`src/verilog/gpm_params.svh`:
```
`ifndef GPM_PARAMS_SVH
`define GPM_PARAMS_SVH

// Register byte offsets
`define GPM_OFS_PIN_CTL 8'h14
`define GPM_OFS_PORT_CFG 8'h18
`define GPM_OFS_STATUS 8'h1C

// Pin control fields
`define GPM_EN_BIT 0
`define GPM_VAL_BIT 1
`define GPM_SRC_LSB 2
`define GPM_SRC_MSB 4
`define GPM_SEL_LSB 5
`define GPM_SEL_MSB 7

// Port configuration fields
`define GPM_PEN_LSB 0
`define GPM_PEN_MSB 3
`define GPM_PSEL_LSB 4
`define GPM_PSEL_MSB 7

// Status fields
`define GPM_ST_OE_BIT 0
`define GPM_ST_OUT_BIT 1

// Reset values and sizes
`define GPM_RST_PIN_CTL 8'h00
`define GPM_RST_PORT_CFG 8'h00
`define GPM_NPORT 4
`define GPM_DEC_W 8

`endif

```
`src/verilog/gpm_pkg.sv`:
```
package gpm_pkg;

    typedef enum logic [2:0] {
        GPM_SRC_RX0 = 3'b000,
        GPM_SRC_RX1 = 3'b001,
        GPM_SRC_RX2 = 3'b010,
        GPM_SRC_RX3 = 3'b011,
        GPM_SRC_DEV = 3'b100,
        GPM_SRC_RSV5 = 3'b101,
        GPM_SRC_TX = 3'b110,
        GPM_SRC_RSV7 = 3'b111
    } gpm_src_e;

    typedef struct packed {
        logic hready;
        logic [31:0] hrdata;
        logic dph_wr;
        logic [7:0] dph_addr;
        logic [2:0] sel;
        gpm_src_e src;
        logic val;
        logic en;
        logic [3:0] port_en;
        logic [3:0] port_sel;
        logic pin_out;
        logic pin_oe;
    } gpm_state_s;

endpackage

```
`src/verilog/gpm_pin_mux.sv`:
```
`timescale 1ns/1ps
`include "gpm_params.svh"

module gpm_pin_mux
    import gpm_pkg::*;
#(
    parameter int NPORT = `GPM_NPORT
) (
    input wire logic [2:0] src, // Source code
    input wire logic [2:0] sel, // Signal select code
    input wire logic val, // Local value
    input wire logic [NPORT-1:0] port_en, // Enabled receive ports
    input wire logic [NPORT-1:0] port_sel, // Selected receive ports
    input wire logic [4*NPORT-1:0] rx_remote_gpio, // Four remote levels per port
    input wire logic [NPORT-1:0] rx_lock, // Lock per port
    input wire logic [NPORT-1:0] rx_pass, // Pass per port
    input wire logic [NPORT-1:0] rx_frame_valid, // Frame valid per port
    input wire logic [NPORT-1:0] rx_line_valid, // Line valid per port
    input wire logic frame_sync_pulse, // Internal frame sync
    input wire logic tx_frame_valid, // Output frame valid
    input wire logic tx_line_valid, // Output line valid
    input wire logic tx_synced, // Multi-port data synchronized
    input wire logic tx_irq, // Transmit port interrupt
    output logic level // Selected level
);

    logic [NPORT-1:0] port_lvl;
    logic dev_lvl;
    logic tx_lvl;

    // One signal per receive port
    genvar i;
    generate
        for (i = 0; i < NPORT; i++) begin : g_port
            always_comb begin
                case (sel)
                    3'h0: port_lvl[i] = rx_remote_gpio[4*i];
                    3'h1: port_lvl[i] = rx_remote_gpio[4*i+1];
                    3'h2: port_lvl[i] = rx_remote_gpio[4*i+3];
                    3'h4: port_lvl[i] = rx_lock[i];
                    3'h5: port_lvl[i] = rx_pass[i];
                    3'h6: port_lvl[i] = rx_frame_valid[i];
                    3'h7: port_lvl[i] = rx_line_valid[i];
                    default: port_lvl[i] = 1'b0;
                endcase
            end
        end
    endgenerate

    always_comb begin
        case (sel)
            3'h0: dev_lvl = val;
            3'h1: dev_lvl = |(rx_lock & port_en);
            3'h2: dev_lvl = (|port_en) & (&(rx_pass | ~port_en));
            3'h4: dev_lvl = frame_sync_pulse;
            default: dev_lvl = 1'b0;
        endcase
    end

    always_comb begin
        case (sel)
            3'h0: tx_lvl = (|port_sel) & (&(rx_pass | ~port_sel));
            3'h1: tx_lvl = |(rx_pass & port_sel);
            3'h2: tx_lvl = tx_frame_valid;
            3'h3: tx_lvl = tx_line_valid;
            3'h4: tx_lvl = tx_synced;
            3'h5: tx_lvl = tx_irq;
            default: tx_lvl = 1'b0;
        endcase
    end

    // Same select code means different things per source
    always_comb begin
        case (src)
            GPM_SRC_RX0, GPM_SRC_RX1, GPM_SRC_RX2, GPM_SRC_RX3: begin
                level = port_lvl[src[1:0]];
            end
            GPM_SRC_DEV: level = dev_lvl;
            GPM_SRC_TX: level = tx_lvl;
            default: level = 1'b0;
        endcase
    end

endmodule

```
`src/verilog/gpm_pin4_ctrl.sv`:
```
`timescale 1ns/1ps
`include "gpm_params.svh"

module gpm_pin4_ctrl
    import gpm_pkg::*;
#(
    parameter int NPORT = `GPM_NPORT
) (
    input wire logic sys_clk, // System clock
    input wire logic rstn, // Synchronous reset, active low
    input wire logic hsel, // Slave select
    input wire logic [31:0] haddr, // Byte address
    input wire logic [1:0] htrans, // Transfer type
    input wire logic hwrite, // Write when high
    input wire logic [2:0] hsize, // Transfer size
    input wire logic [31:0] hwdata, // Write data
    input wire logic hready, // Bus ready
    output logic hreadyout, // Slave ready
    output logic hresp, // Always OKAY
    output logic [31:0] hrdata, // Read data
    input wire logic [4*NPORT-1:0] rx_remote_gpio, // Remote GPIO0-3 per port
    input wire logic [NPORT-1:0] rx_lock, // Lock per port
    input wire logic [NPORT-1:0] rx_pass, // Pass per port
    input wire logic [NPORT-1:0] rx_frame_valid, // Frame valid per port
    input wire logic [NPORT-1:0] rx_line_valid, // Line valid per port
    input wire logic frame_sync_pulse, // Internal frame sync
    input wire logic tx_frame_valid, // Output frame valid
    input wire logic tx_line_valid, // Output line valid
    input wire logic tx_synced, // Multi-port data synchronized
    input wire logic tx_irq, // Transmit port interrupt
    output logic pin4_out, // Pin output level
    output logic pin4_oe // Pin output enable
);

    gpm_state_s state_reg;
    gpm_state_s state_next;
    logic mux_level;
    logic accept;
    logic addr_ok;

    // Read word for a register offset
    function automatic logic [31:0] rd_word(input gpm_state_s s, input logic [7:0] a);
        logic [31:0] w;
        w = 32'h0000_0000;
        case (a)
            `GPM_OFS_PIN_CTL: begin
                w[`GPM_SEL_MSB:`GPM_SEL_LSB] = s.sel;
                w[`GPM_SRC_MSB:`GPM_SRC_LSB] = s.src;
                w[`GPM_VAL_BIT] = s.val;
                w[`GPM_EN_BIT] = s.en;
            end
            `GPM_OFS_PORT_CFG: begin
                w[`GPM_PEN_MSB:`GPM_PEN_LSB] = s.port_en;
                w[`GPM_PSEL_MSB:`GPM_PSEL_LSB] = s.port_sel;
            end
            `GPM_OFS_STATUS: begin
                w[`GPM_ST_OE_BIT] = s.pin_oe;
                w[`GPM_ST_OUT_BIT] = s.pin_out;
            end
            default: w = 32'h0000_0000;
        endcase
        return w;
    endfunction

    gpm_pin_mux #(
        .NPORT(NPORT)
    ) u_mux (
        .src(state_reg.src),
        .sel(state_reg.sel),
        .val(state_reg.val),
        .port_en(state_reg.port_en[NPORT-1:0]),
        .port_sel(state_reg.port_sel[NPORT-1:0]),
        .rx_remote_gpio(rx_remote_gpio),
        .rx_lock(rx_lock),
        .rx_pass(rx_pass),
        .rx_frame_valid(rx_frame_valid),
        .rx_line_valid(rx_line_valid),
        .frame_sync_pulse(frame_sync_pulse),
        .tx_frame_valid(tx_frame_valid),
        .tx_line_valid(tx_line_valid),
        .tx_synced(tx_synced),
        .tx_irq(tx_irq),
        .level(mux_level)
    );

    assign accept = hsel & htrans[1] & hready;
    assign addr_ok = (haddr[31:`GPM_DEC_W] == '0) && (haddr[1:0] == 2'h0);

    always_comb begin
        state_next = state_reg;
        state_next.hready = 1'b1;
        // Data phase of a write lands here
        if (state_reg.dph_wr) begin
            case (state_reg.dph_addr)
                `GPM_OFS_PIN_CTL: begin
                    state_next.sel = hwdata[`GPM_SEL_MSB:`GPM_SEL_LSB];
                    state_next.src = gpm_src_e'(hwdata[`GPM_SRC_MSB:`GPM_SRC_LSB]);
                    state_next.val = hwdata[`GPM_VAL_BIT];
                    state_next.en = hwdata[`GPM_EN_BIT];
                end
                `GPM_OFS_PORT_CFG: begin
                    state_next.port_en = hwdata[`GPM_PEN_MSB:`GPM_PEN_LSB];
                    state_next.port_sel = hwdata[`GPM_PSEL_MSB:`GPM_PSEL_LSB];
                end
                default: begin
                end
            endcase
        end
        // Address phase
        state_next.dph_wr = accept & hwrite & addr_ok;
        if (accept) begin
            state_next.dph_addr = addr_ok ? haddr[7:0] : 8'h00;
        end
        // Pin follows the stored control
        state_next.pin_oe = state_reg.en;
        state_next.pin_out = state_reg.en & mux_level;
        // Read data from the updated copy so a write just ahead is seen
        if (accept & ~hwrite) begin
            state_next.hrdata = rd_word(state_next, addr_ok ? haddr[7:0] : 8'h00);
        end
    end

    always_ff @(posedge sys_clk) begin
        if (!rstn) begin
            state_reg <= '0;
            state_reg.hready <= 1'b1;
        end else begin
            state_reg <= state_next;
        end
    end

    assign hreadyout = state_reg.hready;
    assign hresp = 1'b0;
    assign hrdata = state_reg.hrdata;
    assign pin4_out = state_reg.pin_out;
    assign pin4_oe = state_reg.pin_oe;

    logic rx_src;
    logic [1:0] pidx;
    logic dev_src;
    logic tx_src;
    logic pin_wr;
    assign rx_src = ~state_reg.src[2];
    assign pidx = state_reg.src[1:0];
    assign dev_src = state_reg.src == GPM_SRC_DEV;
    assign tx_src = state_reg.src == GPM_SRC_TX;
    assign pin_wr = state_reg.dph_wr && (state_reg.dph_addr == `GPM_OFS_PIN_CTL);
endmodule

```
`config.mk`:
```
export PLATFORM = sky130hd
export DESIGN_NAME = gpm_pin4_ctrl
export DESIGN_NICKNAME = d
export VERILOG_FILES = /design/src/verilog/gpm_pkg.sv /design/src/verilog/gpm_pin_mux.sv /design/src/verilog/gpm_pin4_ctrl.sv
export VERILOG_INCLUDE_DIRS = /design/src /design/src/verilog
export SDC_FILE = /design/constraint.sdc
export NUM_CORES = 1
export LEC_CHECK = 0
export BUFFER_PORTS_ARGS = -buffer_cell sky130_fd_sc_hd__buf_2
export CAP_MARGIN = 20
export CORE_UTILIZATION = 40
export CTS_CLUSTER_DIAMETER = 50
export DETAILED_ROUTE_END_ITERATION = 6
export GPL_ROUTABILITY_DRIVEN = 1
export GPL_TIMING_DRIVEN = 0
export PLACE_DENSITY_LB_ADDON = 0.15
export SYNTH_ARGS = -nofsm -noshare
export SYNTH_HDL_FRONTEND = slang
export SYNTH_SLANG_ARGS = --single-unit
export TNS_END_PERCENT = 100
```
`constraint.sdc`:
```
create_clock -name sys_clk -period 2.76 [get_ports sys_clk]
set_clock_uncertainty 0.1 [all_clocks]
set_input_delay 0.276 -clock sys_clk [delete_from_list [all_inputs] [get_ports sys_clk]]
set_output_delay 0.276 -clock sys_clk [all_outputs]
set_load 0.005 [all_outputs]
```
==> impl_metrics.ini <==
[outcome]
status = complete, no violations

[logic_synthesis]
synth_cell_types = 48
async_reset_ff_share_pct = 0
synth-seq-cells = 35
ys_top_cells_by_count = 36 x buf_4, 35 x dfxtp_1, 17 x mux2i_1
netlist_instances = 270
yosysTopAreaCell = dfxtp_1
synth_most_common_cell = buf_4
yosys_warnings = 0
avgSynthCellArea_um2 = 8.62
ys_seq_area_share_pct = 30.1
yosys.area.top_type_share_pct = 30.1
ys.flop_type = dfxtp_1
synth_edf_count = 0
synth_area_um2 = 2330
synthTopCellsByArea = dfxtp_1 30%, buf_4 12%, mux2i_1 7.3%

[final_layout]
syn2layout_area_growth_pct = 31.7
fill_cells = 549
post-route-util_pct = 55.0
fin_area_um2 = 3070
largest_register_ffs = 22
diodes = 0
drive_gt1_share_pct = 39.2
fin_cells = 462
layout.nets = 500

[floorplanning]
start_util_pct = 41.8
die_h_um = 78.3
rows = 27
core_um2 = 5570
ios = 147
die_x_um = 78.3
die_area_um2 = 6130

[sta]
setup_viol = 0
hold_viol_final = 0
period_share_pct = 76.4
period_needed_ns = 2.11
fmax_mhz = 474
layout_setup_ws_ns = 0.652
rsz0062_at_grt = no
whs_ns = 0.186
drv_slew = 0
finalSetupTns_ns = 0

[worst_hold_path]
hold_end = state_reg[23]
min_path_cells = 3
min_path_type = primary input to flop
min_from = haddr[5]

[drt]
firstDrtPassIters = 4
drt_iter0_markers = 111
final_antenna_net_count = 0
remaining_drc_errors = 0
via_count = 2240
routed_wl_um = 5700
via_per_inst = 4.85
detail_route.wl_per_cell_um = 12.3

[setup_path]
startpoint_type = flop
arrival_ns = 2.19
crit_slowest_cell = dfxtp_1
regToRegEndpoint = hrdata[1]
crit_type = flop to flop
cp_slowest_stage_delay_ns = 0.45
end_kind = flop
required_ns = 2.84
path_cells = buf_2 -> mux2i_1 -> o22ai_1 -> a221oi_1 -> o211ai_1 -> nor3b_2 -> a22o_1
reg2reg_from = state_reg[15]
rrSetupSlack_ns = 0.65
rr_worst_depth = 7
critPathMaxFanout = 10

[power]
powerDensity_nw_per_um2 = 368
p_leak_nw = 1.41
vdd_drop_max_uv = 203
total_power_mw = 1.13

[clocking]
worstSkewPairLatency_ns = 0.28
tritoncts = built
clk_pin_slew_worst_paths_ns = 0.07
post_cts_buffers = 0
holdBufCountCts = 0
clock_path_buffers = 2
cts_root_buffer = clkbuf_8
cts_repair_resize_count = 0
numCtsBuffers = 5
clock_sink_count = 35
htreeDepth = 2

[global_routing]
antenna_found_initial = 0
grtUsageTotal_pct = 18.6
grt_max_degree = 12
grt_pass1_vias = 1974
grt_pass1_wl_um = 9110
grt_remaining_overflow = 0

[placement]
place_inst = 454
place_area_um2 = 2950
dpl.hpwl_um = 4590
port_buffers = 88
post-place-ws_ns = 0.654
place_congestion = 0.883

[flow_run]
max_cap_violations = 0
per-layer routing:
| layer | vias to the layer above | wire, µm | GRT usage (%) |
|---|---|---|---|
| met3 | 4 | 450 | 3.14 |
| met1 | 971 | 2760 | 25.2 |
| met2 | 105 | 2440 | 29.4 |
| met4 | 0 | 51 | 7.04 |
| met5 | - | 0 | 0 |
| li1 | 1160 | - | - |
how the worst max path moves through the flow:
stage,depth (start not counted),endpoint,startpoint
CTS,7,hrdata[1],state_reg[15]
floorplan,7,hrdata[1],state_reg[17]
global route,7,hrdata[1],state_reg[15]
global placement,7,hrdata[1],state_reg[15]
detailed placement,8,hrdata[0],haddr[10]
finish,7,hrdata[1],state_reg[15]
power breakdown:
| group | total [mW] | switching (mW) | internal [mW] |
|---|---|---|---|
| Combinational | 0.148 | 0.0617 | 0.0866 |
| Clock | 0.471 | 0.179 | 0.292 |
| Sequential | 0.510 | 0.00159 | 0.508 |
| Total | 1.13 | 0.242 | 0.887 |
cell families (layout without fill, tap and decap cells):
family,Yosys count,in the layout,share of synthesized area [%]
simple gates,84,84,21.4
other cells,2,26,0.323
flops,35,35,30.1
buf+inv,57,153,15.5
mux,28,28,13.1
compound gates,64,64,19.5
critical path, delay by kind of cell, from the launching register on:
| kind | cells | cell delay [ns] |
|---|---|---|
| buffers and inverters | 1 | 0.28 |
| DFF | 1 | 0.45 |
| AOI/OAI and AO/OA | 4 | 0.78 |
| muxes | 1 | 0.21 |
| and+or+nand+nor | 1 | 0.19 |
placed cells by master (no fill, tap or decap), drive strengths merged, types with 2 or more instances in the layout:
master,instances
a21oi,11
nor2,8
o311ai,2
nor2b,13
clkbuf,14
dfxtp,35
a2bb2oi,6
mux2i,17
nor3,2
nor4,8
buf,129
nand4,4
and2,7
nand2,12
o22a,2
nand2b,6
o211ai,2
a2111oi,2
conb,26
inv,8
and3,3
a31oi,3
and4,2
a21boi,7
a221oi,2
mux2,10
a22oi,7
nand4b,4
nand3,10
nor3b,2
o21ai,12
layout make-up:
type / count / area, µm² / share of cell area (%)
multi-input cells: 202 / 1360 / 44.2
flip-flops and latches: 35 / 701 / 22.8
repair buffers: 88 / 440 / 14.4
plain buffers: 49 / 332 / 10.8
well taps: 72 / 90.1 / 2.94
clock buffers: 6 / 82.6 / 2.69
clock inverters: 2 / 35.0 / 1.14
inverters: 8 / 30.0 / 0.979
Note: power is estimated with default switching activity, not from simulation.
